**src/idig_pkg.sv**
```systemverilog
// Purpose: Shared constants for the digital I/O expansion card glue logic.
// Assumes: Byte-wide register bus, ten-bit host I/O address.
// Notes: Card-level registers sit after the per-unit register groups.
package idig_pkg;
    // Block layout.
    localparam int UNITS = 5;
    localparam int REGS_PER_UNIT = 4;
    localparam int LINES_PER_UNIT = 24;
    localparam logic [4:0] BLOCK_BYTES = 5'h18;
    localparam int ADDR_W = 10;
    localparam int BASE_LSB = 5;

    // Per-unit register offsets inside a four-address group.
    localparam logic [1:0] UOFF_PORT_A = 2'h0;
    localparam logic [1:0] UOFF_PORT_B = 2'h1;
    localparam logic [1:0] UOFF_PORT_C = 2'h2;
    localparam logic [1:0] UOFF_CTRL = 2'h3;

    // Card-level register offsets inside the block.
    localparam logic [4:0] OFF_BUF_CTRL = 5'h14;
    localparam logic [4:0] OFF_IRQ_STAT = 5'h15;
    localparam logic [4:0] OFF_IRQ_MASK = 5'h16;
    localparam logic [4:0] OFF_IRQ_LIVE = 5'h17;

    // Control byte fields of a port unit.
    localparam int CTRL_MODE_SET_BIT = 7;
    localparam int CTRL_A_IN_BIT = 4;
    localparam int CTRL_CU_IN_BIT = 3;
    localparam int CTRL_B_IN_BIT = 1;
    localparam int CTRL_CL_IN_BIT = 0;
    localparam int CTRL_BSR_LSB = 1;
    localparam int CTRL_BSR_VAL_BIT = 0;
    localparam logic [7:0] CTRL_RESET = 8'h9B;

    // Interrupt lines within port C, and card control fields.
    localparam int IRQ_IN_BIT = 3;
    localparam int IRQ_GATE_BIT = 7;
    localparam int BUF_EN_BIT = 0;
    localparam logic BUF_EN_RESET = 1'b0;
    localparam logic [7:0] MASK_RESET = 8'h00;
    localparam logic [15:0] VALID_IRQ_LEVELS = 16'hDCFC;
endpackage : idig_pkg

```
**src/idig_unit_if.sv**
```systemverilog
// Purpose: Register access path from the card decoder to one port unit.
// Assumes: Single clock; wr is a one-cycle pulse.
// Notes: rdat is combinational from the unit.
`timescale 1ns/1ps
interface idig_unit_if;
    logic wr;
    logic [1:0] addr;
    logic [7:0] wdat;
    logic [7:0] rdat;

    modport card
    (
        output wr,
        output addr,
        output wdat,
        input rdat
    );

    modport unit
    (
        input wr,
        input addr,
        input wdat,
        output rdat
    );
endinterface : idig_unit_if

```
**src/idig_port_unit.sv**
```systemverilog
// Purpose: One parallel port unit with ports A, B and C and a control byte.
// Assumes: Simple input/latched-output mode only.
// Notes: Control bit 7 set loads the direction byte; clear sets/resets a C bit.
`timescale 1ns/1ps
module idig_port_unit
(
    input wire logic clock,
    input wire logic srst,
    idig_unit_if.unit bus,
    input wire logic buf_en,
    input wire logic [23:0] line_in,
    output logic [23:0] latch_out,
    output logic [23:0] dir_out
);
    logic [7:0] ctrl_r;
    logic [7:0] a_r;
    logic [7:0] b_r;
    logic [7:0] c_r;
    logic a_out;
    logic b_out;
    logic cu_out;
    logic cl_out;
    logic mode_wr;
    logic bsr_wr;
    logic [2:0] bsr_bit;
    logic [23:0] seen_in;
    logic [23:0] port_val;

    assign a_out = ~ctrl_r[idig_pkg::CTRL_A_IN_BIT];
    assign b_out = ~ctrl_r[idig_pkg::CTRL_B_IN_BIT];
    assign cu_out = ~ctrl_r[idig_pkg::CTRL_CU_IN_BIT];
    assign cl_out = ~ctrl_r[idig_pkg::CTRL_CL_IN_BIT];
    assign dir_out = {{4{cu_out}}, {4{cl_out}}, {8{b_out}}, {8{a_out}}};
    assign latch_out = {c_r, b_r, a_r};

    assign mode_wr = bus.wr && bus.addr == idig_pkg::UOFF_CTRL
        && bus.wdat[idig_pkg::CTRL_MODE_SET_BIT];
    assign bsr_wr = bus.wr && bus.addr == idig_pkg::UOFF_CTRL
        && !bus.wdat[idig_pkg::CTRL_MODE_SET_BIT];
    assign bsr_bit = bus.wdat[idig_pkg::CTRL_BSR_LSB +: 3];

    // Input bits read the line when the buffers pass it, else the pull-down.
    assign seen_in = buf_en ? line_in : 24'h000000;
    assign port_val = (latch_out & dir_out) | (seen_in & ~dir_out);

    assign bus.rdat = bus.addr == idig_pkg::UOFF_PORT_A ? port_val[7:0]
        : bus.addr == idig_pkg::UOFF_PORT_B ? port_val[15:8]
        : bus.addr == idig_pkg::UOFF_PORT_C ? port_val[23:16]
        : ctrl_r;

    always_ff @(posedge clock)
    begin
        if (srst)
        begin
            ctrl_r <= idig_pkg::CTRL_RESET;
        end
        else if (mode_wr)
        begin
            ctrl_r <= bus.wdat;
        end
    end

    // A mode load clears all output latches, as a fresh setup should.
    always_ff @(posedge clock)
    begin
        if (srst || mode_wr)
        begin
            a_r <= 8'h00;
            b_r <= 8'h00;
            c_r <= 8'h00;
        end
        else if (bus.wr)
        begin
            if (bus.addr == idig_pkg::UOFF_PORT_A)
            begin
                a_r <= bus.wdat;
            end
            if (bus.addr == idig_pkg::UOFF_PORT_B)
            begin
                b_r <= bus.wdat;
            end
            if (bus.addr == idig_pkg::UOFF_PORT_C)
            begin
                c_r <= bus.wdat;
            end
            if (bsr_wr)
            begin
                c_r[bsr_bit] <= bus.wdat[idig_pkg::CTRL_BSR_VAL_BIT];
            end
        end
    end
endmodule : idig_port_unit

```
**src/idig_card.sv**
```systemverilog
// Purpose: Host glue of the digital I/O card: decode, buffers, interrupts.
// Assumes: Classic Wishbone slave, 8-bit data, one 20 MHz clock.
// Notes: Jumpers and switches arrive as static synchronous inputs.
// Functional notes
// - Answer only the 24 consecutive bytes of the card's block; the code acks any address and reads 0x00 outside it.
// - Compare address bits 9 to 5 with the switch-set base.
// - Provide the external lines through the port units, ports A, B, C.
// - Each eight-bit port is software-set as inputs or latched outputs.
// - Port C may split: one nibble input, the other latched output.
// - Line buffer direction follows each port's programmed direction.
// - Always-on buffer setting keeps all buffers enabled regardless.
// - Soft buffer setting lets software enable or tristate the buffers.
// - Port interrupt enabled by jumper alone or jumper plus input level.
// - All port interrupts are ORed into one host request; the code ORs only latched status bits whose mask bit is set.
// - Route the request to one IRQ among 2-7, 10-12, 14, 15.
// - Two lines per unit serve interrupt: input and enable qualifier.
// - Interrupt input is port C bit 3, active high.
// - Gated jumper passes only while C7 is low; no jumper blocks.
// - Address bits 4 to 0 pick the register within the block.
// - Switches are negative-true: an off switch means a one.
`timescale 1ns/1ps
module idig_card
#(
    parameter int UNITS = idig_pkg::UNITS
)
(
    input wire logic clock,
    input wire logic srst,
    input wire logic wb_cyc_i,
    input wire logic wb_stb_i,
    input wire logic wb_we_i,
    input wire logic [9:0] wb_adr_i,
    input wire logic wb_sel_i,
    input wire logic [7:0] wb_dat_i,
    output logic [7:0] wb_dat_o,
    output logic wb_ack_o,
    input wire logic [4:0] base_switch_on,
    input wire logic buffer_always_on_setting,
    input wire logic [UNITS-1:0] irq_always_enable_jumper,
    input wire logic [UNITS-1:0] irq_input_gated_jumper,
    input wire logic [3:0] irq_level_sel,
    input wire logic [UNITS*24-1:0] line_in,
    output logic [UNITS*24-1:0] line_out,
    output logic [UNITS*24-1:0] line_oe_n,
    output logic [15:0] host_irq
);
    localparam int NL = UNITS * idig_pkg::LINES_PER_UNIT;

    // Five units plus the card registers fill the block exactly.
    if (UNITS < 1 || UNITS > idig_pkg::UNITS)
    begin : g_bad_units
        $error("UNITS must lie between 1 and 5");
    end

    logic ack_r;
    logic [7:0] dat_r;
    logic buf_soft_en_r;
    logic [UNITS-1:0] stat_r;
    logic [UNITS-1:0] stat_nxt;
    logic [UNITS-1:0] mask_r;
    logic [UNITS-1:0] irq_prev_r;
    logic [NL-1:0] line_out_r;
    logic [NL-1:0] line_oe_n_r;
    logic [15:0] host_irq_r;

    logic req;
    logic fire;
    logic [4:0] base_value;
    logic hit_base;
    logic [4:0] reg_off;
    logic in_block;
    logic [2:0] unit_sel;
    logic is_unit;
    logic wr_fire;
    logic rd_fire;
    logic card_wr;
    logic buf_en;
    logic [NL-1:0] latch_all;
    logic [NL-1:0] dir_all;
    logic [7:0] unit_rdat [0:7];
    logic [7:0] card_rdat;
    logic [7:0] rdat;
    logic [UNITS-1:0] unit_irq;
    logic [UNITS-1:0] irq_rise;
    logic stat_clr;
    logic irq_any;
    logic [15:0] irq_route;
    logic take;
    logic sel_buf_ctrl;
    logic sel_irq_stat;
    logic sel_irq_mask;
    logic sel_irq_live;
    logic ack_nxt;
    logic [7:0] dat_nxt;
    logic buf_soft_en_nxt;
    logic [UNITS-1:0] mask_nxt;
    logic [15:0] host_irq_nxt;
    logic [NL-1:0] line_out_nxt;
    logic [NL-1:0] line_oe_n_nxt;

    // Bus handshake: ack rises one cycle after the request and lasts one.
    assign req = wb_cyc_i && wb_stb_i;
    assign fire = req && ack_r;

    // Block decode.
    assign base_value = ~base_switch_on;
    assign hit_base = wb_adr_i[9:idig_pkg::BASE_LSB] == base_value;
    assign reg_off = wb_adr_i[idig_pkg::BASE_LSB-1:0];
    assign in_block = hit_base && reg_off < idig_pkg::BLOCK_BYTES;
    assign unit_sel = reg_off[4:2];
    assign is_unit = in_block && unit_sel < 3'(UNITS);
    assign wr_fire = fire && wb_we_i && wb_sel_i && in_block;
    assign rd_fire = fire && !wb_we_i && in_block;
    assign card_wr = wr_fire && !is_unit;

    // Buffers pass when the jumper says always-on or software enabled them.
    assign buf_en = buffer_always_on_setting || buf_soft_en_r;

    for (genvar u = 0; u < 8; u++)
    begin : g_unit
        if (u < UNITS)
        begin : g_real
            idig_unit_if bus_if ();

            assign bus_if.wr = wr_fire && is_unit && unit_sel == 3'(u);
            assign bus_if.addr = reg_off[1:0];
            assign bus_if.wdat = wb_dat_i;
            assign unit_rdat[u] = bus_if.rdat;

            idig_port_unit u_unit
            (
                .clock(clock),
                .srst(srst),
                .bus(bus_if),
                .buf_en(buf_en),
                .line_in(line_in[u*24 +: 24]),
                .latch_out(latch_all[u*24 +: 24]),
                .dir_out(dir_all[u*24 +: 24])
            );

            // Port C bit 3 is the request, bit 7 low is the gate.
            assign unit_irq[u] = line_in[u*24 + 16 + idig_pkg::IRQ_IN_BIT]
                && (irq_always_enable_jumper[u]
                || (irq_input_gated_jumper[u]
                && !line_in[u*24 + 16 + idig_pkg::IRQ_GATE_BIT]));
        end
        else
        begin : g_none
            assign unit_rdat[u] = 8'h00;
        end
    end

    // Card register selects; only used once the unit range is excluded.
    assign sel_buf_ctrl = reg_off == idig_pkg::OFF_BUF_CTRL;
    assign sel_irq_stat = reg_off == idig_pkg::OFF_IRQ_STAT;
    assign sel_irq_mask = reg_off == idig_pkg::OFF_IRQ_MASK;
    assign sel_irq_live = reg_off == idig_pkg::OFF_IRQ_LIVE;

    // Card-level register read decode.
    assign card_rdat = sel_buf_ctrl ? {7'h00, buf_soft_en_r}
        : sel_irq_stat ? 8'(stat_r)
        : sel_irq_mask ? 8'(mask_r)
        : sel_irq_live ? 8'(unit_irq)
        : 8'h00;
    assign rdat = !in_block ? 8'h00
        : is_unit ? unit_rdat[unit_sel]
        : card_rdat;

    // Status: a rising qualified request sets; a read clears; set wins.
    assign irq_rise = unit_irq & ~irq_prev_r;
    assign stat_clr = rd_fire && sel_irq_stat;
    assign stat_nxt = (stat_clr ? '0 : stat_r) | irq_rise;
    assign irq_any = |(stat_r & mask_r);
    assign irq_route = (16'h0001 << irq_level_sel)
        & idig_pkg::VALID_IRQ_LEVELS;

    // A request is taken on the edge where ack is still low.
    assign take = req && !ack_r;
    assign ack_nxt = take;
    assign dat_nxt = take ? rdat : dat_r;
    assign buf_soft_en_nxt = card_wr && sel_buf_ctrl
        ? wb_dat_i[idig_pkg::BUF_EN_BIT] : buf_soft_en_r;
    assign mask_nxt = card_wr && sel_irq_mask ? wb_dat_i[UNITS-1:0] : mask_r;
    assign host_irq_nxt = irq_any ? irq_route : 16'h0000;
    // Buffers drive only output-programmed lines, and only when enabled.
    assign line_out_nxt = latch_all;
    assign line_oe_n_nxt = ~(dir_all & {NL{buf_en}});

    always_ff @(posedge clock)
    begin
        if (srst)
        begin
            ack_r <= 1'b0;
        end
        else
        begin
            ack_r <= ack_nxt;
        end
    end

    always_ff @(posedge clock)
    begin
        if (srst)
        begin
            dat_r <= 8'h00;
        end
        else
        begin
            dat_r <= dat_nxt;
        end
    end

    always_ff @(posedge clock)
    begin
        if (srst)
        begin
            buf_soft_en_r <= idig_pkg::BUF_EN_RESET;
        end
        else
        begin
            buf_soft_en_r <= buf_soft_en_nxt;
        end
    end

    always_ff @(posedge clock)
    begin
        if (srst)
        begin
            mask_r <= idig_pkg::MASK_RESET[UNITS-1:0];
        end
        else
        begin
            mask_r <= mask_nxt;
        end
    end

    always_ff @(posedge clock)
    begin
        if (srst)
        begin
            stat_r <= '0;
        end
        else
        begin
            stat_r <= stat_nxt;
        end
    end

    always_ff @(posedge clock)
    begin
        if (srst)
        begin
            irq_prev_r <= '0;
        end
        else
        begin
            irq_prev_r <= unit_irq;
        end
    end

    always_ff @(posedge clock)
    begin
        if (srst)
        begin
            host_irq_r <= 16'h0000;
        end
        else
        begin
            host_irq_r <= host_irq_nxt;
        end
    end

    always_ff @(posedge clock)
    begin
        if (srst)
        begin
            line_out_r <= '0;
        end
        else
        begin
            line_out_r <= line_out_nxt;
        end
    end

    always_ff @(posedge clock)
    begin
        if (srst)
        begin
            line_oe_n_r <= '1;
        end
        else
        begin
            line_oe_n_r <= line_oe_n_nxt;
        end
    end

    assign wb_ack_o = ack_r;
    assign wb_dat_o = dat_r;
    assign line_out = line_out_r;
    assign line_oe_n = line_oe_n_r;
    assign host_irq = host_irq_r;
endmodule : idig_card

```
**config.mk**
```make
export PLATFORM = sky130hd
export DESIGN_NAME = idig_card
export DESIGN_NICKNAME = d
export VERILOG_FILES = /design/src/idig_pkg.sv /design/src/idig_unit_if.sv /design/src/idig_port_unit.sv /design/src/idig_card.sv
export SDC_FILE = /design/constraint.sdc
export NUM_CORES = 1
export LEC_CHECK = 0
export BUFFER_PORTS_ARGS = -buffer_cell sky130_fd_sc_hd__buf_2
export CAP_MARGIN = 20
export CORE_ASPECT_RATIO = 0.75
export CORE_UTILIZATION = 40
export DETAILED_ROUTE_END_ITERATION = 8
export HOLD_SLACK_MARGIN = 0.1
export PLACE_DENSITY = 0.72
export SLEW_MARGIN = 20
export SYNTH_ARGS = -nofsm -noshare
export SYNTH_HDL_FRONTEND = slang
export SYNTH_SLANG_ARGS = --single-unit
```
**constraint.sdc**
```tcl
create_clock -name clock -period 2.7 [get_ports clock]
set_clock_uncertainty 0.15 [all_clocks]
set_input_delay 0.27 -clock clock [delete_from_list [all_inputs] [get_ports clock]]
set_output_delay 0.27 -clock clock [all_outputs]
set_load 0.05 [all_outputs]
```
# [Word-level counts from Yosys, hierarchy flattened]
# Cells that the tools add are included.
[word_totals] ff_bits=441 input_bits=164 out_inout_bits=265 word_cells=234
[op_classes] n_lt_le_gt_ge=5 n_eq_ne=12 n_shift=1 n_mux=57 bitwise_logic=49 reduce_logical=80
[op_table] cell="two-way mux 8 bit" n=39
[op_table] cell="AND 24 bit" n=10
[op_table] cell="AND 120 bit" n=1
[op_table] cell="two-way mux 24 bit" n=5
[op_table] cell="NOT 120 bit" n=1
[op_table] cell="NOT 24 bit" n=5
[op_table] cell="bitwise OR 24 bit" n=5
[op_table] cell="logical AND 1 bit" n=46
[op_table] cell="bitwise mux 8 bit" n=5
[op_table] cell="two-way mux 5 bit" n=5
[op_table] cell="binary-select mux 8 bit (select 3 bit)" n=1
[op_table] cell="NOT 1 bit" n=21
[op_table] cell="== test 5 bit (second input constant)" n=4
[op_table] cell="AND reduction 2 bit" n=10
[op_table] cell="left shift 1 x 4 -> 16 bit (first input constant)" n=1
[op_table] cell="logical OR 1 bit" n=11
[op_table] cell="AND 5 bit" n=2
[op_table] cell="NOT 5 bit" n=2
[op_table] cell="logical NOT 1 bit" n=9
[op_table] cell="== test 3 x 2 -> 1 bit (second input constant)" n=2
[op_table] cell="== test 5 bit" n=1
[op_table] cell="less-than comparator 5 bit (second input constant)" n=1
[op_table] cell="bitwise OR 5 bit" n=1
[op_table] cell="OR reduction 5 bit" n=1
[op_table] cell="other kinds (14)" n=15

# [Logic depth before layout (Yosys ltp)]
[logic_depth] word_depth=13 mapped_depth=10 mapped_depth_nobuf=6

# [Modules after synthesis]
# From an unflattened synthesis, not the netlist that was laid out.
[hier_totals] hier_cells=1982 area_unflattened_um2=18223.7
[modules_own_cells] mod="idig_card" n_inst=1 cells_each=738 area_each_um2=8099.0 seq_area_each_um2=5525.3
[modules_own_cells] mod="idig_port_unit (g_unit[0].g_real.u_unit ...)" n_inst=4 cells_each=249 area_each_um2=2018.2 seq_area_each_um2=640.6
[modules_own_cells] mod="idig_port_unit (g_unit[4].g_real.u_unit)" n_inst=1 cells_each=248 area_each_um2=2052.0 seq_area_each_um2=640.6

# [Worst setup path before layout]
# OpenSTA, ideal clock, no wires.
[synth_timing] path_kind="register -> register" startpoint="register ack_r (netlist: wb_ack_o)" endpoint="register g_unit[0].g_real.u_unit.a_r[7]" setup_time_ns=0.070 arrival_time_ns=2.116 t_required_ns=2.480 path_slack_ns=0.365 path_stages_with_launch=8 n_path_buf=1 period_less_slack_ns=2.335 path_cell_list="dfxtp_1 > and3_1 > nand3_1 > or4_1 > buf_6 > nor3_4 > nand2_1 > a21oi_1"
[synth_between] elab_chain_len=9 word_cells_on_any_way=10 cone_classes="reduce/logical (10)"
[synth_lines] item="start, declared" line="idig_card.sv:55" source="logic ack_r;"
[synth_lines] item="start signal, assigned" line="idig_card.sv:197" source="ack_r <= ack_nxt;"
[synth_lines] item="logical AND 1 bit *" line="idig_card.sv:103" source="assign fire = req && ack_r;"
[synth_lines] item="logical AND 1 bit * (3 in series)" line="idig_card.sv:112" source="assign wr_fire = fire && wb_we_i && wb_sel_i && in_block;"
[synth_lines] item="logical AND 1 bit * (2 in series)" line="idig_card.sv:125" source="assign bus_if.wr = wr_fire && is_unit && unit_sel == 3'(u);"
[synth_lines] item="logical AND 1 bit" line="idig_port_unit.sv:36" source="assign mode_wr = bus.wr && bus.addr == idig_pkg::UOFF_CTRL"
[synth_lines] item="logical AND 1 bit" line="idig_port_unit.sv:37" source="&& bus.wdat[idig_pkg::CTRL_MODE_SET_BIT];"
[synth_lines] item="logical OR 1 bit" line="idig_port_unit.sv:66" source="if (srst || mode_wr)"
[synth_lines] item="end signal, assigned" line="idig_port_unit.sv:76" source="a_r <= bus.wdat;"
[synth_lines] item="end, declared" line="idig_port_unit.sv:16" source="logic [7:0] a_r;"
# Every way passes the cells marked *; elsewhere a longest branch is shown, timed or not.
# A chain may end at the register's enable or synchronous reset.

# [Final worst setup path]
[layout_timing] startpoint="register ack_r (netlist: wb_ack_o)" endpoint="register g_unit[2].g_real.u_unit.b_r[6]"
[layout_between] elab_chain_len=9 word_cells_on_any_way=10 cone_classes="reduce/logical (10)"
[layout_lines] item="logical AND 1 bit *" line="idig_card.sv:103"
[layout_lines] item="logical AND 1 bit * (3 in series)" line="idig_card.sv:112"
[layout_lines] item="logical AND 1 bit * (2 in series)" line="idig_card.sv:125"
[layout_lines] item="logical AND 1 bit" line="idig_port_unit.sv:36"
[layout_lines] item="logical AND 1 bit" line="idig_port_unit.sv:37"
[layout_lines] item="logical OR 1 bit" line="idig_port_unit.sv:66"
[layout_lines] item="end signal, assigned" line="idig_port_unit.sv:80" source="b_r <= bus.wdat;"
[layout_lines] item="end, declared" line="idig_port_unit.sv:17" source="logic [7:0] b_r;"
# Marks and branches as above.

==> results.toml <==
[power_and_ir_drop]
peakVddDrop_v = 0.0004397
power_density_mw_per_mm2 = 588.5
total_power_mw = 11.08
p_leak_nw = 7.807

[worst_setup_path]
cp.arrival_ns = 2.81
worstPathCellList = "and3_1 -> nand3_1 -> or4_1 -> buf_4 -> nor3_4 -> nand2_1 -> a21oi_1"
r2r-start = "wb_ack_o$_SDFF_PP0_"
cp_data_required_time_ns = 3.00
cpLargestDelayFamily = "simple AND/OR/NAND/NOR gates"
rrSetupSlack_ns = 0.19
reg2regPathDepth = 7
critPathCaptureType = "flop"
timing.rr.end = "g_unit[2].g_real.u_unit.b_r[6]$_SDFFE_PP0P_"
crit_slowest_cell = "or4_1"
startpoint_type = "flop"
critical_path_class = "flop to flop"
max_stage_delay_ns = 0.51
cp_max_fo = 8
path_buf_inv = 1

[floorplanning]
fp-row-count = 60
core_area_mm2 = 0.03633
dieArea_mm2 = 0.03817
chipWidth_um = 225.3
pin_count = 429
die_h_um = 169.4
initial_core_util_pct = 41.15

[clock_tree]
h-tree-depth = 2
cts_buffer_depth = 3
cts_setup_buffers = 0
cts_root_buffer = "clkbuf_16"
cts_tree = "done"
clk_latency_ns = 0.54
cts_made_buffers = 35
clkSinkCount = 336
clk_pin_slew_ns = 0.06

[grt]
grt_max_degree = 60
grt.total_usage_pct = 33.11
first_global_vias = 14430
antenna_found_initial = 2
overflow = 0
grt_pass1_wl_um = 93480

[synthesis]
synth_compound_area_share_pct = 19.59
seq_area_frac_synth_pct = 44.98
synth.area.mux_share_pct = 2.661
synth-simple-area-share_pct = 22.03
synth.distinct_cells = 70
netlist_area_mm2 = 0.01495
synth_cells = 1825
ys.flop_type = "dfxtp_1"
synth_xor_area_share_pct = 0.2929
yosys_warnings = 0
synth_top_family_by_area = "simple AND/OR/NAND/NOR gates"
synth-seq-cells = 336
synth-edff-count = 0
avgSynthCellArea_um2 = 8.193
synthArstFlopShare_pct = 0
synth_fa_ha_area_share_pct = 0

[routing]
route.met2.wl_um = 27200
routedWlPerCell_um = 23.89
wl_met1_um = 27300
drt_drc_violations_left = 0
viasPerCell = 5.684
vias = 15470
wl_um = 65030
met3_wirelength_um = 7780
ant_nets = 0
highest_layer = "met4"
drt-initial-drc-count = 2090
dr.pass1.iters = 8

[cells_and_area]
final_nets = 2363
fin_util_pct = 51.81
multiInputGateArea_mm2 = 0.006696
ff_latch_area_mm2 = 0.006726
most-common-layout-cells = "buf_2 (422), dfxtp_1 (336), nand2_1 (275), a21oi_1 (177), nor2b_1 (125)"
areaGrowthSynthToFinish_pct = 25.90
final_common_cell = "buf_2"
drive_gt1_share_pct = 28.69
nFillCells = 3527

[sta]
hold_slack_ns = 0.1556
slew_headroom_pct = 38.35
rsz0062_at_grt = "false"
max_freq_mhz = 399.1
worst_slew_pin_slew_ns = 0.9151
finalSetupViolations = 0
finalMaxSlewViolations = 0
finalCritPeriodShare_pct = 92.80
finalCriticalPeriod_ns = 2.506
hold_viol = 0

[placement]
place.gp.congestion = 1.058
io_buffers = 423
hpwl_um = 49840

[status]
status = "finished clean"

[run]
maxCapViolations = 0

[hold_path]
min_to = "g_unit[2].g_real.u_unit.c_r[4]$_SDFFE_PP0P_"
hold_depth = 5
hold_path.class = "input pin to flop"
min_from = "wb_dat_i[4]"
worst reg2reg max path, cell delays in order, from the launching register on:
cell and delay (ns):
dfxtp_1 0.34, and3_1 0.25, nand3_1 0.28, or4_1 0.51, buf_4 0.22, nor3_4 0.39
nand2_1 0.10, a21oi_1 0.17
per-layer routing:
layer  up-vias  track usage, %
li1       6946               -
met1      7284           46.17
met2      1072           48.66
met3       170           7.895
met4         0           13.81
met5         -               0
logic make-up after synthesis:
kind of cell,count (synthesis)
flip-flops,336
XOR/XNOR,5
AND/OR/NAND/NOR,675
AO/OA/AOI/OAI,480
buffers and inverters,292
multiplexers,36
other,1
layout make-up:
cell class,instances,share of cell area [%]
clock buffers,50,5.550
well taps,496,3.297
clock inverters,12,0.7178
repair buffers,572,18.05
inverters,53,1.057
multi-input cells,1201,35.57
flip-flops and latches,336,35.73
diodes,2,0.02659
synth_stat cells (6+ instances only):
cell | count | share of area (%)
o31ai_1 | 9 | 0.45
a311oi_1 | 20 | 1.2
dfxtp_1 | 336 | 45
buf_2 | 30 | 1.0
a211oi_1 | 18 | 0.90
o21a_1 | 6 | 0.30
buf_1 | 10 | 0.25
or3_1 | 17 | 0.71
nor3_1 | 15 | 0.50
nor2b_1 | 126 | 5.3
o211ai_1 | 10 | 0.50
o21ai_0 | 112 | 3.7
nor3_4 | 8 | 0.87
nand2b_1 | 14 | 0.59
nand2_1 | 275 | 6.9
nor2_1 | 110 | 2.8
inv_1 | 49 | 1.2
buf_4 | 109 | 5.5
and3_1 | 10 | 0.42
a221oi_1 | 18 | 1.1
clkbuf_1 | 88 | 2.2
a31oi_1 | 50 | 2.1
mux2i_1 | 33 | 2.2
nor4_1 | 9 | 0.38
nand3_1 | 55 | 1.8
o221ai_1 | 11 | 0.64
a21oi_1 | 177 | 5.9
or2_2 | 7 | 0.29
report_power, final:
part	internal [mW]	switching, mW	leakage, nW	total [mW]
Combinational	0.368	0.696	4.52	1.06
Clock	2.92	2.12	0.580	5.04
Sequential	4.97	0.00887	2.71	4.98
state kept, by name, indices dropped and copies added (netlist names):
register and flops:
buf_soft_en_r 1, wb_dat_o 8, line_out 120, g_unit.g_real.u_unit.a_r 40, wb_ack_o 1, g_unit.g_real.u_unit.c_r 40
host_irq 11, mask_r 5, g_unit.g_real.u_unit.ctrl_r 40, stat_r 5, irq_prev_r 5, line_oe_n 20
g_unit.g_real.u_unit.b_r 40
through the flow:
stage / cell area [um2] / cells / setup slack, ns / setup TNS (ns)
6_report: 18830 / 2722 / 0.1944 / 0
5_1_grt: 18820 / 2720 / 0.1041 / 0
4_1_cts: 18810 / 2720 / 0.1057 / 0
3_5_place_dp: 17440 / 2639 / -0.04443 / -0.04443
3_3_place_gp: 17440 / 2639 / -0.01038 / -0.01038
2_1_floorplan: 14970 / 1829 / 0.3646 / 0
what timing repair did:
action | 4_1_cts | 5_1_grt
hold endpoints to repair | 40 | 0
endpoints found under the setup margin | 0 | 1
resized for setup | 0 | 2
hold buffers | 19 | 0
worst max path at each step:
stage,to,cells after the start,from,slack (ns)
finish,g_unit[2].g_real.u_unit.b_r[6]$_SDFFE_PP0P_,7,wb_ack_o$_SDFF_PP0_,0.19
global route,wb_dat_o[1]$_SDFFE_PP0P_,7,buf_soft_en_r$_SDFFE_PP0P_,0.10
CTS,wb_dat_o[7]$_SDFFE_PP0P_,8,buf_soft_en_r$_SDFFE_PP0P_,0.11
detailed placement,wb_dat_o[7]$_SDFFE_PP0P_,10,wb_adr_i[0],-0.04
global placement,wb_dat_o[7]$_SDFFE_PP0P_,10,wb_adr_i[0],-0.01
floorplan,g_unit[0].g_real.u_unit.a_r[7]$_SDFFE_PP0P_,7,wb_ack_o$_SDFF_PP0_,0.36
(Power assumes the default switching activity.)
